[config.mk]
export PLATFORM = sky130hd
export DESIGN_NAME = scg_clock_gen
export DESIGN_NICKNAME = d
export VERILOG_FILES = /design/src/logic/scg_pkg.sv /design/src/logic/scg_clock_gen.sv
export SDC_FILE = /design/constraint.sdc
export NUM_CORES = 1
export LEC_CHECK = 0
export BUFFER_PORTS_ARGS = -buffer_cell sky130_fd_sc_hd__buf_2
export CORE_ASPECT_RATIO = 0.8
export CORE_MARGIN = 1.5
export CORE_UTILIZATION = 55
export CTS_BUF_LIST = sky130_fd_sc_hd__clkbuf_16
export CTS_CLUSTER_SIZE = 14
export DETAILED_ROUTE_END_ITERATION = 16
export PLACE_DENSITY_LB_ADDON = 0.2
export SLEW_MARGIN = 20
export SYNTH_ARGS = -nofsm -noshare
export SYNTH_HDL_FRONTEND = slang
export SYNTH_SLANG_ARGS = --single-unit
[constraint.sdc]
create_clock -name pclk -period 5.6 [get_ports pclk]
set_clock_uncertainty 0.2 [all_clocks]
set_input_delay 1.12 -clock pclk [delete_from_list [all_inputs] [get_ports pclk]]
set_output_delay 1.12 -clock pclk [all_outputs]
set_load 0.05 [all_outputs]
[src/logic/scg_pkg.sv]
package scg_pkg;

	// Register byte offsets on the APB
	localparam logic [7:0] SYS_CFG_OFS  = 8'h00;
	localparam logic [7:0] PLL_CFG_OFS  = 8'h04;
	localparam logic [7:0] PRESC_OFS    = 8'h08;
	localparam logic [7:0] STATUS_OFS   = 8'h0C;

	// Field widths
	localparam int SEL_W   = 2;
	localparam int BAND_W  = 2;
	localparam int PLL_INPUT_DIV_FIELD_W  = 4;
	localparam int PLL_MULT_FIELD_W  = 8;
	localparam int PLL_OUTPUT_DIV_FIELD_W = 7;
	localparam int PRESCALER_DIV_FIELD_W = 10;
	localparam int PER_W   = 20;
	localparam int ACC_W   = 21;

	// Field positions in pll_config_reg
	localparam int PLL_BYP_POS  = 0;
	localparam int PLL_REF_POS  = 1;
	localparam int PLL_BAND_LSB = 2;
	localparam int PLL_PLL_INPUT_DIV_FIELD_LSB = 4;
	localparam int PLL_PLL_MULT_FIELD_LSB = 8;
	localparam int PLL_K2_LSB   = 16;

	// Field positions in the status register
	localparam int ST_ACT_LSB  = 0;
	localparam int ST_LOCK_POS = 2;
	localparam int ST_SW_POS   = 3;
	localparam int ST_EN_POS   = 4;

	// Source select codes
	localparam logic [1:0] SEL_WAKEUP = 2'h0;
	localparam logic [1:0] SEL_RSVD   = 2'h1;
	localparam logic [1:0] SEL_OSC    = 2'h2;
	localparam logic [1:0] SEL_DIRECT = 2'h3;

	// VCO band codes
	localparam logic [1:0] BAND_LOW  = 2'h0;
	localparam logic [1:0] BAND_MID  = 2'h1;
	localparam logic [1:0] BAND_HIGH = 2'h2;

	// Indices into the vector of sampled clock inputs
	localparam int IN_DIRECT = 0;
	localparam int IN_XTAL   = 1;
	localparam int IN_INTOSC = 2;
	localparam int IN_WAKEUP = 3;
	localparam int IN_N      = 4;

	// Reset values
	localparam logic [1:0]         SEL_RST   = 2'h0;
	localparam logic [PRESCALER_DIV_FIELD_W-1:0] PRESCALER_DIV_FIELD_RST = 10'h000;

	typedef enum logic [1:0] {
		SRC_WAKEUP = 2'h0,
		SRC_PRESC  = 2'h1,
		SRC_PLL    = 2'h2,
		SRC_DIRECT = 2'h3
	} scg_src_t;

	typedef struct packed {
		logic [PLL_OUTPUT_DIV_FIELD_W-1:0] pll_output_div_field;
		logic [PLL_MULT_FIELD_W-1:0]  pll_mult_field;
		logic [PLL_INPUT_DIV_FIELD_W-1:0]  pll_input_div_field;
		logic [BAND_W-1:0]  band;
		logic               ref_sel;
		logic               bypass;
	} scg_pll_cfg_t;

	localparam scg_pll_cfg_t PLL_CFG_RST = '{pll_output_div_field: 7'h00, pll_mult_field: 8'h00, pll_input_div_field: 4'h0,
		band: 2'h0, ref_sel: 1'b0, bypass: 1'b1};

endpackage : scg_pkg

[src/logic/scg_clock_gen.sv]
// Behaviour
// RL1: Select 11 passes the direct clock pin through unchanged to the system clock.
// RL2: Select 10 with bypass 1 divides oscillator or internal source by prescaler field plus one.
// RL3: Prescaler divides by up to 1024 at the maximum field value.
// RL4: Prescaler factor one passes the oscillator clock with its own duty cycle.
// RL5: Select 10 with bypass 0 enables the PLL and uses its output.
// RL6: PLL output equals input times N over P times K2, each field plus one.
// RL7: PLL reference is selectable between crystal pin and on-chip clock source.
// RL8: System clock in PLL mode spans K2 VCO cycles per period.
// RL9: VCO band field picks one of three ascending bands, codes 00, 01, 10.
// RL10: Select 00 takes the system clock from the low-frequency wakeup source.
// RL11: Software writes divider and select fields so no unintended intermediate setup occurs.
// RL12: Software changes the system clock frequency only in small steps.
// RL13: Source switching never produces truncated or glitch pulses on the system clock; leaving the PLL source can cut a high pulse short.
module scg_clock_gen (
	// APB slave
	input  wire logic        pclk,
	input  wire logic        presetn,
	input  wire logic        psel,
	input  wire logic        penable,
	input  wire logic        pwrite,
	input  wire logic [7:0]  paddr,
	input  wire logic [31:0] pwdata,
	output logic      [31:0] prdata,
	output logic             pready,
	output logic             pslverr,
	// Clock sources
	input  wire logic        direct_clock_pin,
	input  wire logic        crystal_input_pin,
	input  wire logic        internal_osc_clk,
	input  wire logic        wakeup_clk,
	// Generated clock and PLL controls
	output logic             sys_clk,
	output logic             pll_enable,
	output logic      [1:0]  vco_band_select,
	output logic             pll_locked
);

	typedef enum logic [1:0] {
		ST_RUN  = 2'b01,
		ST_PARK = 2'b10
	} scg_state_t;

	function automatic logic [10:0] plus_one(input logic [9:0] f);
		plus_one = {1'b0, f} + 11'h001;
	endfunction : plus_one

	logic [1:0]                    sys_clock_source_select;
	scg_pkg::scg_pll_cfg_t         pll_cfg;
	logic [scg_pkg::PRESCALER_DIV_FIELD_W-1:0]   prescaler_div_field;
	logic [scg_pkg::IN_N-1:0]      sync_a;
	logic [scg_pkg::IN_N-1:0]      sync_b;
	logic [scg_pkg::IN_N-1:0]      sync_c;
	logic [scg_pkg::IN_N-1:0]      clk_in;
	logic [scg_pkg::IN_N-1:0]      clk_prev;
	logic                          osc_src;
	logic                          osc_prev;
	logic                          osc_rise;
	logic [9:0]                    k1_cnt;
	logic [10:0]                   k1;
	logic                          presc_clk;
	logic [scg_pkg::PLL_INPUT_DIV_FIELD_W-1:0]    p_cnt;
	logic                          ref_edge;
	logic [scg_pkg::PER_W-1:0]     per_cnt;
	logic [scg_pkg::PER_W-1:0]     per_meas;
	logic                          per_valid;
	logic [scg_pkg::ACC_W-1:0]     acc;
	logic [scg_pkg::ACC_W-1:0]     acc_sum;
	logic                          vco_tick;
	logic [scg_pkg::PLL_OUTPUT_DIV_FIELD_W-1:0]   k2_cnt;
	logic                          pll_clk;
	logic                          pll_cfg_wr;
	scg_pkg::scg_src_t             want_src;
	scg_pkg::scg_src_t             active_src;
	scg_state_t                    state;
	logic                          cand_clk;
	logic                          setup;
	logic                          wr_en;
	logic [31:0]                   next_prdata;
	logic                          next_err;

	// APB access decode
	assign setup = psel & ~penable;
	assign wr_en = psel & penable & pready & pwrite;
	assign pll_cfg_wr = wr_en & (paddr == scg_pkg::PLL_CFG_OFS);

	// Zero wait states: answer is ready in the access phase that follows setup
	always_ff @(posedge pclk or negedge presetn) begin
		if (!presetn) begin
			pready  <= 1'b0;
			prdata  <= 32'h0000_0000;
			pslverr <= 1'b0;
		end else begin
			pready  <= setup;
			prdata  <= setup & ~pwrite ? next_prdata : 32'h0000_0000;
			pslverr <= setup & next_err;
		end
	end

	always_comb begin
		next_prdata = 32'h0000_0000;
		next_err    = 1'b0;
		unique case (paddr)
			scg_pkg::SYS_CFG_OFS: next_prdata[1:0] = sys_clock_source_select;
			scg_pkg::PLL_CFG_OFS: next_prdata[22:0] = pll_cfg;
			scg_pkg::PRESC_OFS:   next_prdata[9:0] = prescaler_div_field;
			scg_pkg::STATUS_OFS: begin
				next_prdata[scg_pkg::ST_ACT_LSB +: 2] = active_src;
				next_prdata[scg_pkg::ST_LOCK_POS]    = pll_locked;
				next_prdata[scg_pkg::ST_SW_POS]      = (state == ST_PARK);
				next_prdata[scg_pkg::ST_EN_POS]      = pll_enable;
			end
			default: next_err = 1'b1;
		endcase
	end

	// Configuration registers; field values take effect as written, sequencing is up to software
	always_ff @(posedge pclk or negedge presetn) begin
		if (!presetn) begin
			sys_clock_source_select <= scg_pkg::SEL_RST;
			pll_cfg                 <= scg_pkg::PLL_CFG_RST;
			prescaler_div_field     <= scg_pkg::PRESCALER_DIV_FIELD_RST;
		end else if (wr_en) begin
			if (paddr == scg_pkg::SYS_CFG_OFS)
				sys_clock_source_select <= pwdata[1:0];
			if (pll_cfg_wr) begin
				pll_cfg.bypass  <= pwdata[scg_pkg::PLL_BYP_POS];
				pll_cfg.ref_sel <= pwdata[scg_pkg::PLL_REF_POS]; // RL7
				pll_cfg.band    <= pwdata[scg_pkg::PLL_BAND_LSB +: scg_pkg::BAND_W];
				pll_cfg.pll_input_div_field    <= pwdata[scg_pkg::PLL_PLL_INPUT_DIV_FIELD_LSB +: scg_pkg::PLL_INPUT_DIV_FIELD_W];
				pll_cfg.pll_mult_field    <= pwdata[scg_pkg::PLL_PLL_MULT_FIELD_LSB +: scg_pkg::PLL_MULT_FIELD_W];
				pll_cfg.pll_output_div_field   <= pwdata[scg_pkg::PLL_K2_LSB +: scg_pkg::PLL_OUTPUT_DIV_FIELD_W];
			end
			if (paddr == scg_pkg::PRESC_OFS)
				prescaler_div_field <= pwdata[9:0];
		end
	end

	// Three-stage sampling of the clock inputs; a level counts once stages two and three agree
	always_ff @(posedge pclk or negedge presetn) begin
		if (!presetn) begin
			sync_a <= 4'h0;
			sync_b <= 4'h0;
			sync_c <= 4'h0;
			clk_in <= 4'h0;
		end else begin
			sync_a <= {wakeup_clk, internal_osc_clk, crystal_input_pin, direct_clock_pin};
			sync_b <= sync_a;
			sync_c <= sync_b;
			for (int i = 0; i < scg_pkg::IN_N; i++)
				if (sync_b[i] == sync_c[i])
					clk_in[i] <= sync_c[i];
		end
	end

	always_ff @(posedge pclk or negedge presetn) begin
		if (!presetn) begin
			clk_prev <= 4'h0;
		end else begin
			clk_prev <= clk_in;
		end
	end

	// Shared reference for prescaler and PLL: crystal or on-chip source
	assign osc_src  = pll_cfg.ref_sel ? clk_in[scg_pkg::IN_INTOSC] : clk_in[scg_pkg::IN_XTAL]; // RL7
	assign osc_prev = pll_cfg.ref_sel ? clk_prev[scg_pkg::IN_INTOSC] : clk_prev[scg_pkg::IN_XTAL];
	assign osc_rise = osc_src & ~osc_prev;
	assign k1       = plus_one(prescaler_div_field);

	// Prescaler K1: high for the first half of each K1 input periods
	always_ff @(posedge pclk or negedge presetn) begin
		if (!presetn) begin
			k1_cnt    <= 10'h000;
			presc_clk <= 1'b0;
		end else if (prescaler_div_field == scg_pkg::PRESCALER_DIV_FIELD_RST) begin
			k1_cnt    <= 10'h000;
			presc_clk <= osc_src; // RL4
		end else if (osc_rise) begin
			if ({1'b0, k1_cnt} == k1 - 11'h001) begin // RL3
				k1_cnt    <= 10'h000;
				presc_clk <= 1'b1;
			end else begin
				k1_cnt    <= k1_cnt + 10'h001;
				presc_clk <= ({1'b0, k1_cnt} + 11'h001) < (k1 >> 1); // RL2
			end
		end
	end

	// PLL enabled only for select 10 with bypass clear
	always_ff @(posedge pclk or negedge presetn) begin
		if (!presetn) begin
			pll_enable      <= 1'b0;
			vco_band_select <= scg_pkg::BAND_LOW;
		end else begin
			pll_enable <= (sys_clock_source_select == scg_pkg::SEL_OSC) & ~pll_cfg.bypass; // RL5
			// Unused code 11 falls back to the highest band
			vco_band_select <= (pll_cfg.band == 2'h3) ? scg_pkg::BAND_HIGH : pll_cfg.band; // RL9
		end
	end

	// Input divider P: one reference event per P input periods
	always_ff @(posedge pclk or negedge presetn) begin
		if (!presetn) begin
			p_cnt    <= 4'h0;
			ref_edge <= 1'b0;
		end else if (!pll_enable) begin
			p_cnt    <= 4'h0;
			ref_edge <= 1'b0;
		end else begin
			ref_edge <= 1'b0;
			if (osc_rise) begin
				if (p_cnt == pll_cfg.pll_input_div_field) begin // RL6
					p_cnt    <= 4'h0;
					ref_edge <= 1'b1;
				end else begin
					p_cnt <= p_cnt + 4'h1;
				end
			end
		end
	end

	// Period of the divided reference in pclk cycles; lock on two equal periods
	always_ff @(posedge pclk or negedge presetn) begin
		if (!presetn) begin
			per_cnt    <= 20'h0_0000;
			per_meas   <= 20'h0_0000;
			per_valid  <= 1'b0;
			pll_locked <= 1'b0;
		end else if (!pll_enable || pll_cfg_wr) begin
			per_cnt    <= 20'h0_0000;
			per_valid  <= 1'b0;
			pll_locked <= 1'b0;
		end else if (ref_edge) begin
			per_cnt    <= 20'h0_0000;
			per_meas   <= per_cnt + 20'h0_0001;
			per_valid  <= 1'b1;
			pll_locked <= per_valid & (per_meas == per_cnt + 20'h0_0001);
		end else if (per_cnt != 20'hF_FFFF) begin
			per_cnt <= per_cnt + 20'h0_0001;
		end
	end

	// VCO as a rate accumulator: 2N half-cycle ticks per divided reference period
	assign acc_sum  = acc + {12'h000, pll_cfg.pll_mult_field, 1'b0} + 21'h0_0002;
	assign vco_tick = pll_locked & (acc_sum >= {1'b0, per_meas});

	always_ff @(posedge pclk or negedge presetn) begin
		if (!presetn) begin
			acc <= 21'h0_0000;
		end else if (!pll_locked) begin
			acc <= 21'h0_0000;
		end else if (vco_tick) begin
			acc <= acc_sum - {1'b0, per_meas}; // RL6
		end else begin
			acc <= acc_sum;
		end
	end

	// Output divider K2: toggle every K2 ticks, so one period spans K2 VCO cycles
	always_ff @(posedge pclk or negedge presetn) begin
		if (!presetn) begin
			k2_cnt  <= 7'h00;
			pll_clk <= 1'b0;
		end else if (!pll_locked) begin
			k2_cnt  <= 7'h00;
			pll_clk <= 1'b0;
		end else if (vco_tick) begin
			if (k2_cnt == pll_cfg.pll_output_div_field) begin // RL8
				k2_cnt  <= 7'h00;
				pll_clk <= ~pll_clk;
			end else begin
				k2_cnt <= k2_cnt + 7'h01;
			end
		end
	end

	// Requested source; reserved select 01 behaves as wakeup
	always_comb begin
		unique case (sys_clock_source_select)
			scg_pkg::SEL_DIRECT: want_src = scg_pkg::SRC_DIRECT; // RL1
			scg_pkg::SEL_OSC:    want_src = pll_cfg.bypass ? scg_pkg::SRC_PRESC
								: scg_pkg::SRC_PLL; // RL2 RL5
			default:             want_src = scg_pkg::SRC_WAKEUP; // RL10
		endcase
	end

	always_comb begin
		unique case (active_src)
			scg_pkg::SRC_DIRECT: cand_clk = clk_in[scg_pkg::IN_DIRECT]; // RL1
			scg_pkg::SRC_PRESC:  cand_clk = presc_clk;
			scg_pkg::SRC_PLL:    cand_clk = pll_clk;
			default:             cand_clk = clk_in[scg_pkg::IN_WAKEUP]; // RL10
		endcase
	end

	// Glitch-free switch: leave old source only while low, join new one only while it is low.
	// A low phase may stretch during a switch; only a PLL high pulse can be cut short, as the PLL stops once deselected.
	always_ff @(posedge pclk or negedge presetn) begin
		if (!presetn) begin
			state      <= ST_RUN;
			active_src <= scg_pkg::SRC_WAKEUP;
			sys_clk    <= 1'b0;
		end else begin
			unique case (state)
				ST_RUN: begin
					if (want_src != active_src && !sys_clk && !cand_clk) begin // RL13
						state      <= ST_PARK;
						active_src <= want_src;
						sys_clk    <= 1'b0;
					end else begin
						sys_clk <= cand_clk;
					end
				end
				ST_PARK: begin
					sys_clk <= 1'b0;
					if (!cand_clk)
						state <= ST_RUN; // RL13
				end
				default: begin
					state   <= ST_RUN;
					sys_clk <= 1'b0;
				end
			endcase
		end
	end

endmodule : scg_clock_gen

=== Word-level counts from Yosys, hierarchy flattened ===
Index checks and enable logic that the tools add are counted.

* Flip-flop bits (word level): 174
* Latch bits: 0
* RAM bits: 0
* Memory bits (read-only): 0
* Input port bits: 49
* Output and inout port bits: 39
* Logic and storage cells: 153
* Memories kept: 0

* $add $sub $neg: 10
* Multiply operators: 0
* Divide/modulo/power cells: 0
* Order comparisons: 2
* Equality and inequality tests: 26
* Shifts and indexed selects: 0
* Muxes and demuxes: 44
* Bitwise gates (word level): 17
* Reductions and logical operators: 19

{| class="wikitable"
|+ Operators with widths
! cell !! number
|-
| 2-to-1 mux 20 bit || 3
|-
| 2-to-1 mux 21 bit || 2
|-
| 2-to-1 mux 10 bit || 3
|-
| 2-to-1 mux 23 bit || 1
|-
| adder 10 x 1 -> 11 bit (second input constant) || 2
|-
| adder 21 x 2 -> 21 bit (second input constant) || 1
|-
| adder 21 x 9 -> 21 bit || 1
|-
| greater-or-equal comparator 21 x 20 -> 1 bit || 1
|-
| 2-to-1 mux 7 bit || 3
|-
| subtractor 21 x 20 -> 21 bit || 1
|-
| adder 20 x 1 -> 20 bit (second input constant) || 1
|-
| equality test 20 bit || 1
|-
| != test 20 bit (second input constant) || 1
|-
| 2-to-1 mux 1 bit || 18
|-
| equality test 8 x 4 -> 1 bit (second input constant) || 2
|-
| AND reduction 2 bit || 7
|-
| 2-to-1 mux 13 bit || 1
|-
| equality test 2 bit (second input constant) || 6
|-
| 2-to-1 mux 4 bit || 3
|-
| AND 1 bit || 11
|-
| equality test 10 x 11 -> 1 bit || 1
|-
| < comparator 11 x 10 -> 1 bit || 1
|-
| subtractor 11 x 1 -> 11 bit (second input constant) || 1
|-
| adder 10 x 1 -> 10 bit (second input constant) || 1
|-
| 25 further kinds || 45
|}

=== Depth between registers and ports, before layout ===
* Word-level depth: 7
* Gate-level depth with buffers: 21
* Gate-level depth less buffers: 19

=== Least setup slack after synthesis ===
Ideal clock, no wire load.

* Path kind: reg-to-reg
* Start point: reg pll_cfg[9] (netlist name)
* End point: reg acc[9] (netlist name)
* Setup time: 0.095 ns
* Arrival time: 4.106 ns
* Data required time: 5.305 ns
* Setup slack: 1.199 ns
* Cell stages (with the launch flop): 20
* Buffers on the path: 2
* Cell sequence: dfrtp_1 > ha_1 > ha_1 > inv_1 > fa_1 > nor2b_1 > o31ai_1 > a21o_1 > nor2_1 > xor2_1 > ha_1 > a21o_1 > or4_1 > nor3_1 > a211oi_2 > nor2_1 > buf_2 > buf_2 > nand3_1 > o31ai_1

* Cells in the longest elaborated chain, start to end: 6
* Elaborated cells between the ends (all ways): 7
* Classes of those cells: 3 x add/sub; 1 x order compare; 2 x mux; 1 x bitwise

{| class="wikitable"
|+ Ends and longest elaborated chain
! item !! RTL line !! text
|-
| from (decl) || scg_clock_gen.sv:49 || <nowiki>scg_pkg::scg_pll_cfg_t pll_cfg;</nowiki>
|-
| from (signal assigned) || scg_clock_gen.sv:121 || <nowiki>pll_cfg <= scg_pkg::PLL_CFG_RST;</nowiki>
|-
| adder 21 x 9 -> 21 bit (*) || scg_clock_gen.sv:244 || <nowiki>assign acc_sum = acc + {12'h000, pll_cfg.pll_mult_field, 1'b0} + 21'h0_0002;</nowiki>
|-
| adder 21 x 2 -> 21 bit (*) || scg_clock_gen.sv:244 ||
|-
| greater-or-equal comparator 21 x 20 -> 1 bit || scg_clock_gen.sv:245 || <nowiki>assign vco_tick = pll_locked & (acc_sum >= {1'b0, per_meas});</nowiki>
|-
| AND 1 bit || scg_clock_gen.sv:245 ||
|-
| 2-to-1 mux 21 bit (*) || scg_clock_gen.sv:252 || <nowiki>end else if (vco_tick) begin</nowiki>
|-
| 2-to-1 mux 21 bit (*) || scg_clock_gen.sv:250 || <nowiki>end else if (!pll_locked) begin</nowiki>
|-
| to (signal assigned) || scg_clock_gen.sv:253 || <nowiki>acc <= acc_sum - {1'b0, per_meas};</nowiki>
|-
| to (signal assigned) || scg_clock_gen.sv:255 || <nowiki>acc <= acc_sum;</nowiki>
|-
| to (decl) || scg_clock_gen.sv:67 || <nowiki>logic [scg_pkg::ACC_W-1:0] acc;</nowiki>
|}

Mark *: on every way between the ends. The rest lies on a longest branch, timed or not.
A chain may end at the register's enable or synchronous reset.

=== Final worst setup path ===
* Start point: reg pll_cfg[9] (netlist name)
* End point: reg k2_cnt[0] (netlist name)

* Cells in the longest elaborated chain, start to end: 5

{| class="wikitable"
|+ Ends and longest elaborated chain
! item !! RTL line !! text
|-
| adder 21 x 9 -> 21 bit || scg_clock_gen.sv:244 ||
|-
| adder 21 x 2 -> 21 bit || scg_clock_gen.sv:244 ||
|-
| greater-or-equal comparator 21 x 20 -> 1 bit || scg_clock_gen.sv:245 ||
|-
| AND 1 bit || scg_clock_gen.sv:245 ||
|-
| != test 2 x 1 -> 1 bit (no line) || - ||
|-
| to (signal assigned) || scg_clock_gen.sv:272 || <nowiki>k2_cnt <= k2_cnt + 7'h01;</nowiki>
|-
| to (decl) || scg_clock_gen.sv:70 || <nowiki>logic [scg_pkg::PLL_OUTPUT_DIV_FIELD_W-1:0] k2_cnt;</nowiki>
|}

Every way passes these cells.

==> impl_metrics.tcl <==
set metrics [dict create \
    synth_ff_type "dfrtp_1" \
    peakVddDrop_uv 212 \
    drc 0 \
    fin_crit_ns 5.18 \
    setup_slack_ns 0.421 \
    hold_slack_ns 0.149 \
    min_to "sync_b[1]" \
    synth_async_sr_flop_share 1.00 \
    via_per_inst 5.72 \
    synth.distinct_cells 86 \
    grt_start_max_net_pins 94 \
    instances_no_fill 1415 \
    p_per_area_mw_per_mm2 232 \
    yosys-top-cells-area "dfrtp_1 (41%), ha_1 (6.1%), xnor2_1 (5.8%)" \
    yosys.area.top_type "dfrtp_1" \
    crit_required_ns 5.73 \
    critPathMaxFanout 14 \
    clock_latency_ns 0.44 \
    boundaryPins 88 \
    die-area_mm2 0.0199 \
    fin_setup_tns_ns 0 \
    postCtsSetupBuffers 0 \
    cp-end-kind "flip-flop" \
    cts_root_buffer "clkbuf_16" \
    dp_hpwl_um 17300 \
    total_power_mw 2.70 \
    outcome "finished clean" \
    synth_area_per_cell_um2 9.58 \
    setup_viol 0 \
    wirelength_um 23700 \
    place_ws_ns 0.351 \
    fin_crit_sh 0.925 \
    max-cap-violations 0 \
    clk_pin_slew_ns 0.07 \
    cts.sinks 173 \
    rsz0062_at_grt "false" \
    r2r_start "pll_cfg[9]" \
    min_path_cells 0 \
    synth_top_area_share 0.407 \
    p_seq_frac 0.487 \
    cts.repair.resized 0 \
    seqCellArea_mm2 0.00433 \
    p_int_mw 1.96 \
    multiInputGateArea_mm2 0.00577 \
    die_y_um 127 \
    maxSlewViolCount 0 \
    comb_power_share 0.086 \
    syn_to_final_growth_pct 10.5 \
    place_congestion 0.874 \
    tritoncts "yes" \
    post-synth-top-count-cell "dfrtp_1" \
    wl_per_cell_um 16.7 \
    drive_gt1_frac 0.147 \
    num_vias 8094 \
    max_slew_margin 0.353 \
    grt_pass1_vias 7817 \
    synth_common_cells "dfrtp_1 (171), nand2_1 (85), nor2_1 (85)" \
    ys_seq_area_frac 0.412 \
    reg2reg_to "k2_cnt[0]" \
    dr.pass1.iters 5 \
    nNetsFinal 1251 \
    grt.overflow.total 0 \
    gr-usage-all-layers 0.251 \
    drt_iter0_markers 553 \
    yosysWarnings 0 \
    start_util 0.570 \
    worst_pin_slew_ns 0.966 \
    synth_area_mm2 0.0105 \
    antenna_found_initial 0 \
    p_sw_mw 0.739 \
    min_path_type "flip-flop to flip-flop" \
    r2r_cells 18 \
    crit_type "flip-flop to flip-flop" \
    ys_ff_latch 173 \
    hold_viol_final 0 \
    hp-start "sync_a[1]" \
    ant_nets 0 \
    pwr-share-clk 0.427 \
    cts_inserted_buffers 17 \
    die_x_um 158 \
    antenna_cells 0 \
    core_area_mm2 0.0184 \
    dp.cells 1383 \
    cts_buffer_depth 2 \
    numPortBuffers 69 \
    reg2reg_slack_ns 0.42 \
    grt_pass1_wl_um 39300 \
    p_sw_frac 0.274 \
    synth_edf_count 0 \
    h-tree-depth 4 \
    startpoint_type "flip-flop" \
    num_rows 44 \
    hold_buffers 0 \
    arrival_ns 5.31 \
    synth_cells 1096 \
    p_leak_nw 5.35 \
    fillers 1516 \
    fmax_ghz 0.193 \
]
## power groups by stage
stage,Combinational (mW),Clock [mW],Sequential (mW)
6_report,0.232,1.15,1.31
5_1_grt,0.262,1.23,1.32
4_1_cts,0.234,1.17,1.31
3_5_place_dp,0.233,0,1.34
3_3_place_gp,0.227,0,1.34
2_1_floorplan,0.172,0,1.32
## routing by layer
| metal | global-route usage | share of wire |
|---|---|---|
| met4 | 0.0721 | 0.016 |
| met1 | 0.361 | 0.48 |
| met5 | 0 | 0 |
| met2 | 0.386 | 0.45 |
| met3 | 0.0478 | 0.050 |
## state kept, by name (all words and copies together), names as in the netlist, 7 cells and up
register             count
acc                     21
k1_cnt                  10
k2_cnt                   7
per_cnt                 20
per_meas                20
pll_cfg                 23
prdata                  23
prescaler_div_field     10
## final cells by class
cell class | count | share of cell area
clock inverters | 15 | 0.0137
clock buffers | 17 | 0.0366
repair buffers | 80 | 0.0374
inverters | 46 | 0.0149
well taps | 253 | 0.0273
multi-input cells | 831 | 0.497
flip-flops and latches | 173 | 0.373
## how the worst max path moves through the flow
stage | endpoint | from | slack (ns) | depth (start not counted)
6_report | k2_cnt[0] | pll_cfg[9] | 0.42 | 18
5_1_grt | pll_clk | pll_cfg[9] | 0.07 | 18
2_1_floorplan | acc[9] | pll_cfg[9] | 1.20 | 19
3_3_place_gp | acc[12] | pll_cfg[10] | 0.41 | 16
3_5_place_dp | acc[12] | pll_cfg[9] | 0.35 | 18
4_1_cts | acc[12] | pll_cfg[9] | 0.22 | 18
## worst max-delay path: stages, from the launching register on
cell and delay [ns]:
dfrtp_1 0.41, ha_1 0.29, ha_1 0.17, inv_1 0.05, fa_1 0.40, nor2b_1 0.22, o31ai_1 0.17, a21o_1 0.26
nor2_1 0.15, xor2_1 0.24, ha_1 0.37, a2111oi_0 0.61, nand2b_1 0.15, o221ai_1 0.31, a211oi_2 0.10, nor2_2 0.45
buf_4 0.28, nor3_1 0.07, o21a_1 0.16
## layout by cell type, fill, tap and decap left out, types with 4 or more instances in the layout
cell type / count
dfrtp_1: 171
nand2_1: 85
nor2_1: 83
xnor2_1: 69
buf_2: 68
o21ai_0: 61
a21oi_1: 58
ha_1: 51
inv_1: 46
nand3_1: 45
xor2_1: 38
mux2_2: 35
and2_1: 27
nor3_1: 24
and3_1: 18
nand4_1: 18
clkbuf_16: 17
nand2b_1: 13
nor2b_1: 13
o211ai_1: 11
o21a_1: 11
buf_4: 11
mux2i_1: 10
a21o_1: 9
a211oi_1: 9
conb_1: 9
and4_1: 8
nor3b_1: 8
a22oi_1: 8
nor4_1: 7
a31oi_1: 7
or3_1: 6
o31ai_1: 5
clkinv_4: 5
or4_1: 4
a2111oi_0: 4
and3b_1: 4
maj3_1: 4
clkinv_8: 4
## cells by family after synthesis
group                      share of synthesized area
adders and majority gates                     0.0684
buffers and inverters                         0.0420
muxes                                         0.0538
and+or+nand+nor                                0.192
DFF                                            0.412
other                                       0.000357
xor gates and xnor gates                      0.0914
AOI/OAI and AO/OA                              0.139
## per-stage QoR
step	area, um2	util
after CTS	11600	0.629
final	11600	0.630
after detailed placement	11000	0.598
after global placement	11000	0.598
after floorplan	10500	-
after global routing	11600	0.630
No activity file was read; power rests on OpenSTA's default activity.
